## src/design/hbfm_regs.vh

```
`ifndef HBFM_REGS_VH
`define HBFM_REGS_VH

// Register byte offsets.
`define HBFM_CTRL_OFS 8'h00
`define HBFM_STATUS_OFS 8'h04
`define HBFM_TSD_OFS 8'h08
`define HBFM_ULD_DLY_OFS 8'h0c
`define HBFM_RAW_OFS 8'h10

// Control register fields.
`define HBFM_CTRL_OVERVOLTAGE_LOCKOUT_ENABLE_BIT 0
`define HBFM_CTRL_EN_LSB 1
`define HBFM_CTRL_CNF_LSB 7
`define HBFM_CTRL_UNDERLOAD_SHUTDOWN_CTRL_BIT 13
`define HBFM_CTRL_SRR_BIT 15
`define HBFM_CTRL_RESET 32'h0000_0001

// Status register fields.
`define HBFM_ST_TW_BIT 0
`define HBFM_ST_CODE_LSB 1
`define HBFM_ST_ULD_BIT 13
`define HBFM_ST_PSF_BIT 14
`define HBFM_ST_OCS_BIT 15
`define HBFM_TSD_FLAG_BIT 15
`define HBFM_TSD_CH_LSB 0

// Two-bit fault codes.
`define HBFM_CODE_NONE 2'b00
`define HBFM_CODE_OC 2'b01
`define HBFM_CODE_ULD 2'b10

// Under-load delay in system clock cycles.
`define HBFM_ULD_DELAY_RESET 32'h0000_2710

// Serial frame layout.
`define HBFM_FRAME_BITS 16
`define HBFM_FRAME_SRR_BIT 15

`endif

```

## src/design/hbfm_fault_mgr.v

```verilog
`timescale 1ns/1ps
`default_nettype none
`include "hbfm_regs.vh"

module hbfm_fault_mgr #(
    parameter NCH = 6,
    parameter [31:0] ULD_DELAY_CYCLES = `HBFM_ULD_DELAY_RESET
) (
    input wire pclk,
    input wire presetn,
    input wire pclken,
    input wire psel,
    input wire penable,
    input wire pwrite,
    input wire [7:0] paddr,
    input wire [31:0] pwdata,
    output reg [31:0] prdata,
    output wire pready,
    output reg pslverr,
    input wire en_pin,
    input wire link_clk,
    input wire link_csn,
    input wire link_si,
    input wire [NCH-1:0] uld_cmp,
    input wire [NCH-1:0] oc_cmp,
    input wire [NCH-1:0] tw_sense,
    input wire [NCH-1:0] tsd_sense,
    input wire vs_uv,
    input wire vs_ov,
    output reg [NCH-1:0] hs_on,
    output reg [NCH-1:0] ls_on,
    output reg out_hiz
);

////////////////////////////////////////////////////////////////////////////////
// Pin synchronisers for analog comparator and enable inputs.

localparam SW = 4 * NCH + 3;

reg [SW-1:0] pin_a;
reg [SW-1:0] pin_b;
reg en_prev;

wire [NCH-1:0] uld_s = pin_b[NCH-1:0];
wire [NCH-1:0] oc_s = pin_b[2*NCH-1:NCH];
wire [NCH-1:0] tw_s = pin_b[3*NCH-1:2*NCH];
wire [NCH-1:0] tsd_s = pin_b[4*NCH-1:3*NCH];
wire uv_s = pin_b[4*NCH];
wire ov_s = pin_b[4*NCH+1];
wire en_s = pin_b[4*NCH+2];
wire en_fall = en_prev & ~en_s;

always @(posedge pclk or negedge presetn)
begin
    if (!presetn)
    begin
        pin_a <= {SW{1'b0}};
        pin_b <= {SW{1'b0}};
        en_prev <= 1'b0;
    end
    else if (pclken)
    begin
        pin_a <= {en_pin, vs_ov, vs_uv, tsd_sense, tw_sense, oc_cmp, uld_cmp};
        pin_b <= pin_a;
        en_prev <= en_s;
    end
end

////////////////////////////////////////////////////////////////////////////////
// Serial frame receiver supplies the status-reset request.

wire frame_valid;
wire frame_srr;

hbfm_frame_rx #(
    .CNT_W(8)
) u_frame_rx (
    .pclk(pclk),
    .presetn(presetn),
    .pclken(pclken),
    .link_clk(link_clk),
    .link_csn(link_csn),
    .link_si(link_si),
    .frame_valid(frame_valid),
    .frame_srr(frame_srr)
);

////////////////////////////////////////////////////////////////////////////////
// APB decode.

function [31:0] fit_word;
    input [NCH-1:0] v;
    begin
        fit_word = 32'h0000_0000;
        fit_word[NCH-1:0] = v;
    end
endfunction

wire apb_setup = psel & ~penable;
wire apb_wr = psel & penable & pwrite & pclken;
wire hit_ctrl = (paddr == `HBFM_CTRL_OFS);
wire hit_st = (paddr == `HBFM_STATUS_OFS);
wire hit_tsd = (paddr == `HBFM_TSD_OFS);
wire hit_dly = (paddr == `HBFM_ULD_DLY_OFS);
wire hit_raw = (paddr == `HBFM_RAW_OFS);
wire hit_any = hit_ctrl | hit_st | hit_tsd | hit_dly | hit_raw;

assign pready = pclken;

// Status-reset request from a valid frame or from a control write.
wire status_reset_request = (frame_valid & frame_srr) |
           (apb_wr & hit_ctrl & pwdata[`HBFM_CTRL_SRR_BIT]);
// Latched faults are cleared by request or enable-pin cycle; thermal latches only once that bridge has cooled.
wire clr_all = status_reset_request | en_fall;

////////////////////////////////////////////////////////////////////////////////
// Control state.

reg overvoltage_lockout_enable;
reg underload_shutdown_ctrl;
reg [NCH-1:0] br_en;
reg [NCH-1:0] br_cnf;
reg [31:0] uld_dly;

reg [NCH-1:0] uld_ch;
reg [NCH-1:0] oc_ch;
reg [NCH-1:0] tsd_ch;
reg [NCH-1:0] latch_off;
reg [31:0] uld_cnt;

wire lockout = uv_s | (ov_s & overvoltage_lockout_enable);
wire [NCH-1:0] drv_on = br_en & ~latch_off & {NCH{en_s}};

// Under-load evaluation is gated by the driver being on.
wire [NCH-1:0] uld_live = uld_s & drv_on & {NCH{~lockout}};
wire [NCH-1:0] uld_wait = uld_live & ~uld_ch;
wire uld_run = |uld_wait;
wire uld_expire = uld_run && (uld_cnt >= uld_dly - 32'h0000_0001);
wire [NCH-1:0] uld_set = uld_expire ? uld_wait : {NCH{1'b0}};
wire [NCH-1:0] oc_set = oc_s & drv_on;
wire [NCH-1:0] tsd_set = tsd_s;
wire [NCH-1:0] uld_off = uld_set & {NCH{underload_shutdown_ctrl}};
wire [NCH-1:0] off_set = oc_set | tsd_set | uld_off;

////////////////////////////////////////////////////////////////////////////////
// Shared under-load timer.

always @(posedge pclk or negedge presetn)
begin
    if (!presetn)
    begin
        uld_cnt <= 32'h0000_0000;
    end
    else if (pclken)
    begin
        if (!uld_run || uld_expire)
        begin
            uld_cnt <= 32'h0000_0000;
        end
        else
        begin
            uld_cnt <= uld_cnt + 32'h0000_0001;
        end
    end
end

////////////////////////////////////////////////////////////////////////////////
// Latched fault memory; a new event in the clearing cycle wins.

wire [NCH-1:0] next_uld_ch = (uld_ch & {NCH{~clr_all}}) | uld_set;
wire [NCH-1:0] next_oc_ch = (oc_ch & {NCH{~clr_all}}) | oc_set;
// Thermal latch only clears while that bridge has cooled.
wire [NCH-1:0] tsd_clr = {NCH{clr_all}} & ~tsd_s;
wire [NCH-1:0] next_tsd_ch = (tsd_ch & ~tsd_clr) | tsd_set;
wire [NCH-1:0] off_clr = {NCH{clr_all}} & ~tsd_ch;
wire [NCH-1:0] next_latch_off = (latch_off & ~(off_clr | tsd_clr)) | off_set;

always @(posedge pclk or negedge presetn)
begin
    if (!presetn)
    begin
        uld_ch <= {NCH{1'b0}};
        oc_ch <= {NCH{1'b0}};
        tsd_ch <= {NCH{1'b0}};
        latch_off <= {NCH{1'b0}};
    end
    else if (pclken)
    begin
        uld_ch <= next_uld_ch;
        oc_ch <= next_oc_ch;
        tsd_ch <= next_tsd_ch;
        latch_off <= next_latch_off;
    end
end

////////////////////////////////////////////////////////////////////////////////
// Control register; a latch-off event overrides a host write.

always @(posedge pclk or negedge presetn)
begin
    if (!presetn)
    begin
        overvoltage_lockout_enable <= |(`HBFM_CTRL_RESET & (32'h0000_0001 << `HBFM_CTRL_OVERVOLTAGE_LOCKOUT_ENABLE_BIT));
        underload_shutdown_ctrl <= 1'b0;
        br_en <= {NCH{1'b0}};
        br_cnf <= {NCH{1'b0}};
        uld_dly <= ULD_DELAY_CYCLES;
    end
    else if (pclken)
    begin
        if (apb_wr && hit_ctrl)
        begin
            overvoltage_lockout_enable <= pwdata[`HBFM_CTRL_OVERVOLTAGE_LOCKOUT_ENABLE_BIT];
            underload_shutdown_ctrl <= pwdata[`HBFM_CTRL_UNDERLOAD_SHUTDOWN_CTRL_BIT];
            br_en <= pwdata[`HBFM_CTRL_EN_LSB +: NCH] & ~off_set;
            br_cnf <= pwdata[`HBFM_CTRL_CNF_LSB +: NCH] & ~off_set;
        end
        else
        begin
            br_en <= br_en & ~off_set;
            br_cnf <= br_cnf & ~off_set;
        end
        if (apb_wr && hit_dly)
        begin
            uld_dly <= (pwdata == 32'h0000_0000) ? 32'h0000_0001 : pwdata;
        end
    end
end

////////////////////////////////////////////////////////////////////////////////
// Status assembly.

reg [2*NCH-1:0] code;
integer k;

always @*
begin
    code = {(2*NCH){1'b0}};
    for (k = 0; k < NCH; k = k + 1)
    begin
        if (oc_ch[k])
        begin
            code[2*k +: 2] = `HBFM_CODE_OC;
        end
        else if (uld_ch[k])
        begin
            code[2*k +: 2] = `HBFM_CODE_ULD;
        end
        else
        begin
            code[2*k +: 2] = `HBFM_CODE_NONE;
        end
    end
end

reg [31:0] st_word;
reg [31:0] tsd_word;
reg [31:0] ctrl_word;

always @*
begin
    st_word = 32'h0000_0000;
    st_word[`HBFM_ST_TW_BIT] = |(tw_s & ~tsd_ch);
    st_word[`HBFM_ST_CODE_LSB +: 2*NCH] = code;
    st_word[`HBFM_ST_ULD_BIT] = |uld_ch;
    st_word[`HBFM_ST_PSF_BIT] = uv_s | ov_s;
    st_word[`HBFM_ST_OCS_BIT] = |oc_ch;
    tsd_word = fit_word(tsd_ch);
    tsd_word[`HBFM_TSD_FLAG_BIT] = |tsd_ch;
    ctrl_word = 32'h0000_0000;
    ctrl_word[`HBFM_CTRL_OVERVOLTAGE_LOCKOUT_ENABLE_BIT] = overvoltage_lockout_enable;
    ctrl_word[`HBFM_CTRL_EN_LSB +: NCH] = br_en;
    ctrl_word[`HBFM_CTRL_CNF_LSB +: NCH] = br_cnf;
    ctrl_word[`HBFM_CTRL_UNDERLOAD_SHUTDOWN_CTRL_BIT] = underload_shutdown_ctrl;
end

////////////////////////////////////////////////////////////////////////////////
// Read data is captured in the setup cycle and shown in the access cycle.

always @(posedge pclk or negedge presetn)
begin
    if (!presetn)
    begin
        prdata <= 32'h0000_0000;
        pslverr <= 1'b0;
    end
    else if (pclken && apb_setup)
    begin
        pslverr <= ~hit_any;
        if (pwrite || !hit_any)
        begin
            prdata <= 32'h0000_0000;
        end
        else if (hit_ctrl)
        begin
            prdata <= ctrl_word;
        end
        else if (hit_st)
        begin
            prdata <= st_word;
        end
        else if (hit_tsd)
        begin
            prdata <= tsd_word;
        end
        else if (hit_dly)
        begin
            prdata <= uld_dly;
        end
        else
        begin
            prdata <= fit_word(uld_s) | (fit_word(oc_s) << 8) |
                      (fit_word(tw_s) << 16) | (fit_word(tsd_s) << 24);
        end
    end
end

////////////////////////////////////////////////////////////////////////////////
// Driver outputs. Lockout floats all outputs but keeps the stored setup,
// so the programmed state returns by itself when the supply recovers.

always @(posedge pclk or negedge presetn)
begin
    if (!presetn)
    begin
        hs_on <= {NCH{1'b0}};
        ls_on <= {NCH{1'b0}};
        out_hiz <= 1'b1;
    end
    else if (pclken)
    begin
        out_hiz <= lockout;
        if (lockout)
        begin
            hs_on <= {NCH{1'b0}};
            ls_on <= {NCH{1'b0}};
        end
        else
        begin
            hs_on <= drv_on & ~off_set & br_cnf;
            ls_on <= drv_on & ~off_set & ~br_cnf;
        end
    end
end

endmodule
`default_nettype wire

```

## src/design/hbfm_frame_rx.v

```verilog
`timescale 1ns/1ps
`default_nettype none
`include "hbfm_regs.vh"

module hbfm_frame_rx #(
    parameter CNT_W = 8
) (
    input wire pclk,
    input wire presetn,
    input wire pclken,
    input wire link_clk,
    input wire link_csn,
    input wire link_si,
    output reg frame_valid,
    output reg frame_srr
);

////////////////////////////////////////////////////////////////////////////////
// Two-stage synchronisers, then a history stage used only for edge detection.

reg [2:0] sync_a;
reg [2:0] sync_b;
reg sclk_prev;
reg csn_prev;
reg [CNT_W-1:0] bit_cnt;
reg [`HBFM_FRAME_BITS-1:0] cmd;

wire sclk_s = sync_b[0];
wire csn_s = sync_b[1];
wire si_s = sync_b[2];
wire sclk_rise = sclk_s & ~sclk_prev;
wire csn_rise = csn_s & ~csn_prev;
wire cnt_ok = (bit_cnt >= `HBFM_FRAME_BITS) && (bit_cnt[2:0] == 3'b000);

always @(posedge pclk or negedge presetn)
begin
    if (!presetn)
    begin
        sync_a <= 3'b111;
        sync_b <= 3'b111;
        sclk_prev <= 1'b1;
        csn_prev <= 1'b1;
    end
    else if (pclken)
    begin
        sync_a <= {link_si, link_csn, link_clk};
        sync_b <= sync_a;
        sclk_prev <= sclk_s;
        csn_prev <= csn_s;
    end
end

////////////////////////////////////////////////////////////////////////////////
// Bit counting and frame qualification: 16 bits, then whole bytes only.

always @(posedge pclk or negedge presetn)
begin
    if (!presetn)
    begin
        bit_cnt <= {CNT_W{1'b0}};
        cmd <= {`HBFM_FRAME_BITS{1'b0}};
        frame_valid <= 1'b0;
        frame_srr <= 1'b0;
    end
    else if (pclken)
    begin
        frame_valid <= 1'b0;
        if (csn_rise)
        begin
            frame_valid <= cnt_ok;
            frame_srr <= cnt_ok & cmd[`HBFM_FRAME_SRR_BIT];
            bit_cnt <= {CNT_W{1'b0}};
        end
        else if (csn_s)
        begin
            bit_cnt <= {CNT_W{1'b0}};
        end
        else if (sclk_rise)
        begin
            if (bit_cnt < `HBFM_FRAME_BITS)
            begin
                cmd <= {cmd[`HBFM_FRAME_BITS-2:0], si_s};
            end
            if (bit_cnt != {CNT_W{1'b1}})
            begin
                bit_cnt <= bit_cnt + {{(CNT_W-1){1'b0}}, 1'b1};
            end
        end
    end
end

endmodule
`default_nettype wire

```

## config.mk

```make
export PLATFORM = sky130hd
export DESIGN_NAME = hbfm_fault_mgr
export DESIGN_NICKNAME = d
export VERILOG_FILES = /design/src/design/hbfm_fault_mgr.v /design/src/design/hbfm_frame_rx.v
export VERILOG_INCLUDE_DIRS = /design/src /design/src/design
export SDC_FILE = /design/constraint.sdc
export NUM_CORES = 1
export LEC_CHECK = 0
export BUFFER_PORTS_ARGS = -buffer_cell sky130_fd_sc_hd__buf_4
export CELL_PAD_IN_SITES_DETAIL_PLACEMENT = 1
export CELL_PAD_IN_SITES_GLOBAL_PLACEMENT = 1
export CORE_MARGIN = 2
export CORE_UTILIZATION = 40
export DETAILED_ROUTE_END_ITERATION = 7
export GPL_TIMING_DRIVEN = 1
export PLACE_DENSITY = 0.71
export REMOVE_ABC_BUFFERS = 1
export SYNTH_ARGS = -nofsm -noshare
export SYNTH_HDL_FRONTEND = slang
export SYNTH_HIERARCHICAL = 1
export SYNTH_SLANG_ARGS = --single-unit
export TNS_END_PERCENT = 100
```

## constraint.sdc

```tcl
create_clock -name pclk -period 9.4 [get_ports pclk]
set_input_delay 0.47 -clock pclk [delete_from_list [all_inputs] [get_ports pclk]]
set_output_delay 0.47 -clock pclk [all_outputs]
set_load 0.1 [all_outputs]
```

======== Word level (Yosys, flattened, before mapping) ========
Index checks and enable logic that the tools add are counted.
word-level totals
  logic and storage cells ................. 158
  flip-flop bits (word level) ............. 237
  bits of input ports ..................... 76
  output and inout port bits .............. 47
cells by class
  reductions and logical operators ........ 24
  eq/ne operators ......................... 5
  magnitude comparators ................... 3
  bitwise gates (word level) .............. 68
  $add $sub $neg .......................... 3
  mux-type cells .......................... 29
operator list
  kind                                                                                 number
  32-bit 2-to-1 mux                                                                    7
  6-bit bitwise AND                                                                    21
  6-bit NOT                                                                            8
  6-bit OR                                                                             7
  32-bit by 1-bit adder with 32-bit output, second input constant                      1
  32-bit greater-or-equal comparator                                                   1
  32-bit zero test                                                                     1
  8-bit 2-to-1 mux                                                                     4
  32-bit by 1-bit subtractor with 32-bit output, second input constant                 1
  6-bit 2-to-1 mux                                                                     5
  22-bit by 30-bit OR with 30-bit output                                               1
  6-bit OR reduction                                                                   5
  2-bit 2-to-1 mux                                                                     12
  14-bit by 22-bit OR with 22-bit output                                               1
  8-bit by 4-bit equality test with 1-bit output, second input constant                2
  6-bit by 14-bit OR with 14-bit output                                                1
  1-bit bitwise AND                                                                    12
  1-bit NOT                                                                            9
  8-bit by 1-bit adder with 8-bit output, second input constant                        1
  8-bit by 3-bit equality test with 1-bit output, second input constant                1
  8-bit by 5-bit equality test with 1-bit output, second input constant                1
  8-bit by 5-bit greater-or-equal comparator with 1-bit output, second input constant  1
  8-bit zero test                                                                      1
  8-bit by 5-bit < comparator with 1-bit output, second input constant                 1
  other kinds (11)                                                                     27

======== Depth between registers and ports, before layout ========
Gate-level depths: netlist of the first run.
  depth after elaboration ................. 15
  mapped depth ............................ 17
  mapped depth without buffers ............ 16

======== Hierarchy ========
The synthesis of the first run kept the hierarchy.
by module, submodules not included
  module          times used  seq. area each (µm²)  area each (µm²)  cells each
  hbfm_fault_mgr  1           5088.6                10478.8          1007
  hbfm_frame_rx   1           860.8                 1571.5           118

======== Least setup slack after synthesis of the first run ========
Ideal clock, no wire load.
  kind .................................... flip-flop to flip-flop
  start point ............................. register uld_dly[11]
  end point ............................... register ls_on[1]
  data arrival time ....................... 4437 ps
  path buffers ............................ 1
  required time ........................... 9305 ps
  period minus slack after synthesis ...... 4533 ps
  slack ................................... 4867 ps
  cell stages (with the launch flop) ...... 17
  library setup time ...................... 95 ps
  path through ............................ dfrtp_1 > or4_4 > or3_4 > nor3_4 > nand2_1 > or4_4 > nor4_4 > xnor2_1 > ha_1 > a21oi_1 > nand2_1 > a221oi_1 > nand2_1 > a21oi_1 > clkbuf_1 > nor2_1 > o31ai_1
between the ends
  word-level cells in the longest chain between the ends .. 10
ends and longest elaborated chain
  what                                           RTL line              RTL
  start, declared                                hbfm_fault_mgr.v:123  reg [31:0] uld_dly;
  start signal, assigned                         hbfm_fault_mgr.v:225  uld_dly <= (pwdata == 32'h0000_0000) ? 32'h0000_0001 : pwdata;
  32-bit by 1-bit subtractor with 32-bit output  hbfm_fault_mgr.v:138  wire uld_expire = uld_run && (uld_cnt >= uld_dly - 32'h0000_0001);
  32-bit greater-or-equal comparator             hbfm_fault_mgr.v:138
  1-bit logical AND                              hbfm_fault_mgr.v:138
  6-bit 2-to-1 mux                               hbfm_fault_mgr.v:139  wire [NCH-1:0] uld_set = uld_expire ? uld_wait : {NCH{1'b0}};
  6-bit bitwise AND                              hbfm_fault_mgr.v:142  wire [NCH-1:0] uld_off = uld_set & {NCH{underload_shutdown_ctrl}};
  6-bit OR                                       hbfm_fault_mgr.v:143  wire [NCH-1:0] off_set = oc_set | tsd_set | uld_off;
  6-bit NOT                                      hbfm_fault_mgr.v:341  ls_on <= drv_on & ~off_set & ~br_cnf;
  6-bit bitwise AND (2 in a row)                 hbfm_fault_mgr.v:341
  6-bit 2-to-1 mux                               hbfm_fault_mgr.v:333  if (lockout)
  end signal, assigned                           hbfm_fault_mgr.v:327  ls_on <= {NCH{1'b0}};
  end signal, assigned                           hbfm_fault_mgr.v:336  ls_on <= {NCH{1'b0}};
  end signal, assigned                           hbfm_fault_mgr.v:341
  end, declared                                  hbfm_fault_mgr.v:31   output reg [NCH-1:0] ls_on,
No other way between the ends.
A chain may end at the register's enable or synchronous reset.

======== Worst setup path after layout of the first run ========
  start point ............................. register uld_dly[11]
  end point ............................... register uld_ch[0]
between the ends
  word-level cells in the longest chain between the ends .. 5
ends and longest elaborated chain
  what                                           RTL line              RTL
  32-bit by 1-bit subtractor with 32-bit output  hbfm_fault_mgr.v:138
  32-bit greater-or-equal comparator             hbfm_fault_mgr.v:138
  1-bit logical AND                              hbfm_fault_mgr.v:138
  6-bit 2-to-1 mux                               hbfm_fault_mgr.v:139
  6-bit OR                                       hbfm_fault_mgr.v:170  wire [NCH-1:0] next_uld_ch = (uld_ch & {NCH{~clr_all}}) | uld_set;
  end signal, assigned                           hbfm_fault_mgr.v:182  uld_ch <= {NCH{1'b0}};
  end signal, assigned                           hbfm_fault_mgr.v:189  uld_ch <= next_uld_ch;
  end, declared                                  hbfm_fault_mgr.v:125  reg [NCH-1:0] uld_ch;
No other way between the ends.

==> run metrics, run 1 <==
status complete, but fails checks; failing checks hold timing; gpl congestion 0.932; clk root buf clkbuf_16; Clock Skews 0.0156 ns; ys flop type dfrtp_1; postcts setup bufs 0; register area share after synthesis 49.4%; CTS max path bufs 3; Max FO, Critical Path 18; # clock sinks 237; Detailed Routing Iterations Pass 1 5; most common cell after layout, fill and taps aside dfrtp_1; Final TNS setup 0 ns; vias 9521; R2R cell count 15; vias in the first global route 10000; first-pass GRT wire length 57600 um; largest net degree at the start of global routing 113; Fin Hold WS -0.0373 ns; share of layout cells above drive strength 1 24.7%; Mapped Cells 1125; Total Routing Usage GR 23.6%; FF-to-FF End uld_ch[0]$_DFFE_PN0P_; WL per Instance 22.1 um; dpl ws 4.02 ns; DR iter-0 viols 624; Synth Register Bits 237; worst slew pin tran 1.03 ns; Slowest-stage cell, CP a21oi_2; most frequent cells in the layout 222 x dfrtp_1, 133 x buf_4, 116 x nand2_1, 93 x nor2_1, 85 x mux2_2; Area Overhead vs Synth 19.1%; post-CTS resize count 0; most frequent CP cell nand2_1; Critical Path Sink Type flip-flop; Residual DRC 0; nets@finish 1351; Pleak 6.56 nW; final hold vios 28; detailed-route wire length 36400 um; initial antenna violation count 0; CTS clk-pin slew, worst paths 0.06 ns; max_cap viols 0; Max stage delay on crit path 0.79 ns; IO Count 123; gr ovfl total 0; Design Power 2.58 mW; final worst slack 3.91 ns; DP HPWL 26500 um; critical-path cell list or4_4 -> or3_4 -> nor3_4 -> nand2_1 -> or4_4 -> nor4_4 -> xnor2_1 -> ha_1 -> a21oi_1 -> nand2_1 -> a221oi_1 -> nand2_1 -> a21oi_2 -> nor2_1 -> a32o_1; Vias per Instance 5.77; Hold WC Path Type in -> async; CTS tree built; diode count 0; core area 29600 sq um; die height 178 um; final worst path period need 5.49 ns; hold_buf cts 0; number of routed nets with antenna violations 0; CP arrival 5.93 ns; syn avg cell area 10.7 sq um; share of async-settable or async-resettable flops after synthesis 100%; Synth Warn # 6; achievable clock frequency 0.182 GHz; placed cell count 1599; placed inst area 13300 sq um; Max VDD drop 0.170 mV; Worst Setup Path Type reg -> reg; Worst-Skew Late Latency 0.57 ns; CP required 9.84 ns; RR Startpoint uld_dly[11]$_DFFE_PN0P_; Slew Limit Fails 0; Max H-tree Level 1; Die ar. 31500 sq um; Finished Layout Cells 1651; Initial Util 40.7%; Slew Limit Headroom 31.5%; post-route cell area 14300 sq um; PwrDens 180 nW/um^2; Syn Std Cell Area 12100 sq um; EDFF count, synth 0; Rows 63; Critical Path Start Type flip-flop; total CTS buffers 28; R2R setup slack 3.91 ns; post-synth cell types 70; port bufs 122; Die X 178 um; unrepaired setup endpoints after global routing false; final-report setup violation count 0; Tcrit/Tclk final 58.4%
[kinds of logic (layout without fill, tap and decap cells)]
logic type	count (synthesis)	count (layout)	synth area share [%]
XOR/XNOR	54	54	3.92
multiplexers	131	131	12.6
AND/OR/NAND/NOR	375	375	15.8
buffers and inverters	84	220	2.79
AO/OA/AOI/OAI	208	208	11.8
adder cells (fa/ha/maj)	36	36	3.74
flip-flops	237	237	49.4
[cell usage after synthesis (all sizes together), types with 3 or more instances]
cell	number	area share (%)
nand4	21	1.1
a211oi	8	0.50
mux2	107	10
nor4	21	1.3
a221oi	6	0.44
buf	14	0.61
xnor2	31	2.3
nor4b	4	0.29
nor3	19	1.0
clkbuf	36	1.1
o21ai	63	2.6
mux2i	21	1.7
and2	5	0.26
dfstp	15	3.3
xor2	23	1.7
nand4b	3	0.22
nand3	34	1.5
or3	5	0.30
a31oi	9	0.47
a221o	3	0.25
or4	8	0.56
and3	14	0.73
o31ai	6	0.37
o41ai	9	0.72
a32o	9	0.75
o22ai	12	0.62
dfrtp	222	46
o2111ai	6	0.44
mux4	3	0.56
nor2b	10	0.52
o211ai	4	0.25
a22o	20	1.5
a21oi	26	1.1
a21o	12	0.75
nand2	116	3.6
ha	36	3.7
nor4bb	5	0.42
nand3b	6	0.37
nand2b	6	0.31
nor2	94	2.9
inv	33	1.0
[worst max-delay path by stage]
| stage | from | to |
|---|---|---|
| floorplan | uld_dly[11]$_DFFE_PN0P_ | uld_cnt[10]$_DFFE_PN0P_ |
| global placement | uld_dly[11]$_DFFE_PN0P_ | uld_ch[3]$_DFFE_PN0P_ |
| detailed placement | uld_dly[11]$_DFFE_PN0P_ | hs_on[2]$_DFFE_PN0P_ |
| CTS | uld_dly[11]$_DFFE_PN0P_ | hs_on[0]$_DFFE_PN0P_ |
| global route | uld_dly[7]$_DFFE_PN0P_ | ls_on[2]$_DFFE_PN0P_ |
| finish | uld_dly[11]$_DFFE_PN0P_ | uld_ch[0]$_DFFE_PN0P_ |
[flip-flops by register name (all words and copies together) (netlist names), 8 cells and up]
register,flops
pin_a,27
pin_b,27
prdata,32
u_frame_rx/bit_cnt,8
u_frame_rx/cmd,16
uld_cnt,32
uld_dly,32
[critical path, delay by kind of cell, from the launching register on]
| family | cells | cell delay (ns) |
|---|---|---|
| simple gates | 9 | 2.52 |
| compound gates | 4 | 1.97 |
| flops | 1 | 0.43 |
| fa+ha+maj | 1 | 0.28 |
| xor+xnor | 1 | 0.16 |
[layer usage]
layer / GRT usage, % / part of all wire [%] / up-vias
met5: 0 / 0 / -
met4: 6.66 / 2.8 / 0
met3: 2.91 / 4.4 / 59
li1: - / - / 4336
met1: 32.1 / 44 / 4904
met2: 39.5 / 49 / 222
[stage by stage]
stage	util (%)	hold WS, ns
final	48.4	-0.0373
after global routing	48.4	0.0639
after CTS	48.4	0.0408
after detailed placement	45.0	0.462
after global placement	45.0	0.452
after floorplan	-	0.174
[cell type report]
class                           count  area (sq um)
Clock buffer                       39           802
Clock inverter                     13           198
Fill cell                        3276         15300
Inverter                           34           128
Multi-Input combinational cell    804          5770
Sequential cell                   237          5950
Tap cell                          390           488
Timing Repair Buffer              134          1010
[where the power goes]
part,total (mW),internal (mW),switching [mW]
Clock,1.16,0.708,0.451
Combinational,0.257,0.113,0.144
Sequential,1.17,1.09,0.0768
(Power assumes the default switching activity.)
==> run 2: changes to the inputs <==
- ABC_AREA: default -> 1
- PLACE_DENSITY: 0.71 -> 0.77
- clock period: 9.4 -> 4.8 ns (I/O delays scaled with it)
==> run 2 against run 1 <==
The flow now finishes without violations. Combinational power increased by 130%. Final cell count rose by 34%. Routed wire length up 15%. Die area increased by 6.2%. Synthesized area rose by 6.3%. Highest routed layer unchanged.
==> run metrics, run 2 <==
Design Power 4.91 mW; Initial Util 40.6%; diode count 0; most common cell after layout, fill and taps aside nand2_1; Final TNS setup 0 ns; Tcrit/Tclk final 83.4%; EDFF count, synth 0; die height 183 um; final worst path period need 4.00 ns; DR iter-0 viols 859; R2R setup slack 0.80 ns; most frequent CP cell nand2_1; IO Count 123; vias in the first global route 12400; WL per Instance 18.9 um; Critical Path Start Type flip-flop; Total Routing Usage GR 25.3%; Max VDD drop 0.257 mV; syn avg cell area 7.81 sq um; largest net degree at the start of global routing 102; Syn Std Cell Area 12800 sq um; post-CTS resize count 0; CTS tree built; share of async-settable or async-resettable flops after synthesis 100%; share of layout cells above drive strength 1 14.1%; CP required 5.22 ns; most common cell in the netlist nand2_1; total CTS buffers 27; Final Util 48.8%; Residual DRC 0; Top Registers prdata x32, uld_cnt x32, uld_dly x32; ys flop type dfrtp_1; Worst Setup Path Type reg -> reg; Slowest-stage cell, CP dfrtp_1; Commonest cells post-synth 497 x nand2_1, 222 x dfrtp_1, 194 x inv_1; Max H-tree Level 1; Slew Limit Fails 0; hold_buf cts 48; worst path bufs/invs 3; Max FO, Critical Path 7; DP HPWL 30300 um; Hold WC Path Type in -> reg; most frequent cells in the layout 497 x nand2_1, 222 x dfrtp_1, 193 x inv_1, 157 x o21ai_0, 131 x buf_4; Die ar. 33500 sq um; CP arrival 4.43 ns; PwrDens 318 nW/um^2; max_cap viols 0; initial antenna violation count 0; Finished Layout Cells 2212; number of routed nets with antenna violations 0; Detailed Routing Iterations Pass 1 5; postcts setup bufs 0; Area Overhead vs Synth 20.3%; status finished clean; final-report setup violation count 0; unrepaired setup endpoints after global routing false; Mapped Cells 1640; CTS max path bufs 3; Fin Hold WS 0.0136 ns; gr ovfl total 0; post-synth cell types 50; port bufs 122; Pleak 7.70 nW; Synth Warn # 6; worst slew pin tran 0.999 ns; Vias per Instance 5.34; Slew Limit Headroom 33.3%; clk root buf clkbuf_16; core area 31600 sq um; Worst-Skew Late Latency 0.56 ns; nets@finish 1902; register area share after synthesis 46.4%; Synth Register Bits 237; post-synth top area share 43.4%; vias 11800; critical-path cell list inv_1 -> ha_1 -> nand2_1 -> nor2_1 -> nand3_1 -> nor2_1 -> nand2_1 -> nor2_1 -> nand3_1 -> nor3_1 -> xor2_1 -> inv_1 -> ha_1 -> nand2_1 -> inv_1 -> nand2_1 -> nand2_1 -> nand2_1 -> a21oi_1 -> nor2_1 -> nand2_1 -> and2_1 -> nand3_1 -> o21ai_0; Critical Path Sink Type flip-flop; CTS clk-pin slew, worst paths 0.06 ns; achievable clock frequency 0.250 GHz; placed inst area 14000 sq um; # clock sinks 237; synth top area cells dfrtp_1 43%, nand2_1 15%, o21ai_0 6.1%; detailed-route wire length 41800 um; post-route cell area 15400 sq um; gpl congestion 0.898; final hold vios 0; first-pass GRT wire length 67100 um; Die X 183 um; family with the most delay on the worst path simple AND/OR/NAND/NOR gates; placed cell count 2115; final worst slack 0.797 ns; dpl ws 0.878 ns; Synth area leader dfrtp_1; Rows 65; Clock Skews 0.0234 ns; Max stage delay on crit path 0.38 ns
run 2: cell count changes in the layout (fill, tap and decap cells not counted), moves of 21 or more:
cell and change:
mux2_2 -82, nand4_1 +34, mux2i_1 -21, dlygate4sd3_1 +48, inv_1 +161, nand2_1 +381, o21ai_0 +105
run 2: cells by family after synthesis:
family                   synth area share (%)
AO/OA/AOI/OAI                            11.6
XOR/XNOR                                 3.15
adder cells (fa/ha/maj)                  3.52
buffers and inverters                    8.14
flip-flops                               46.4
multiplexers                            0.264
AND/OR/NAND/NOR                          26.8
run 2: cell type report:
class | count | area, sq um
clock inverters | 13 | 130
flip-flops and latches | 237 | 5950
clock buffers | 36 | 759
multi-input cells | 1144 | 5820
inverters | 199 | 749
fillers | 3860 | 16100
repair buffers | 181 | 1500
well taps | 402 | 503
run 2: worst reg2reg max path, stage by stage, from the launching register on:
cell     delay, ns
dfrtp_1       0.38
inv_1         0.13
ha_1          0.21
nand2_1       0.10
nor2_1        0.27
nand3_1       0.11
nor2_1        0.11
nand2_1       0.09
nor2_1        0.16
nand3_1       0.16
nor3_1        0.21
xor2_1        0.16
inv_1         0.05
ha_1          0.26
nand2_1       0.07
inv_1         0.05
nand2_1       0.06
nand2_1       0.04
nand2_1       0.05
a21oi_1       0.06
nor2_1        0.21
nand2_1       0.35
and2_1        0.35
nand3_1       0.12
o21ai_0       0.11
run 2: power breakdown:
part,internal (mW),switching (mW),leakage (nW)
combinational,0.203,0.387,4.14
sequential,2.13,0.105,3.11
clock,1.22,0.858,0.451
run 2: per-layer routing:
layer / vias up / routed length [um] / GRT usage [%]
li1: 5599 / - / -
met4: 0 / 816 / 6.02
met3: 57 / 2460 / 3.95
met1: 5857 / 18700 / 34.6
met2: 302 / 19800 / 42.2
met5: - / 0 / 0
run 2: final timing paths:
check,startpoint,end,cells after the start
worst max-delay path,uld_dly[0]$_DFFE_PN0P_,uld_ch[3]$_DFFE_PN0P_,24
worst min-delay path,pwdata[7],uld_dly[7]$_DFFE_PN0P_,3
worst max register to register,uld_dly[0]$_DFFE_PN0P_,uld_ch[3]$_DFFE_PN0P_,24
worst min register to register,pin_a[2]$_DFFE_PN0P_,pin_a[2]$_DFFE_PN0P_,2
max in group asynchronous,presetn,prdata[20]$_DFFE_PN0P_,3
min in group asynchronous,presetn,prdata[18]$_DFFE_PN0P_,2
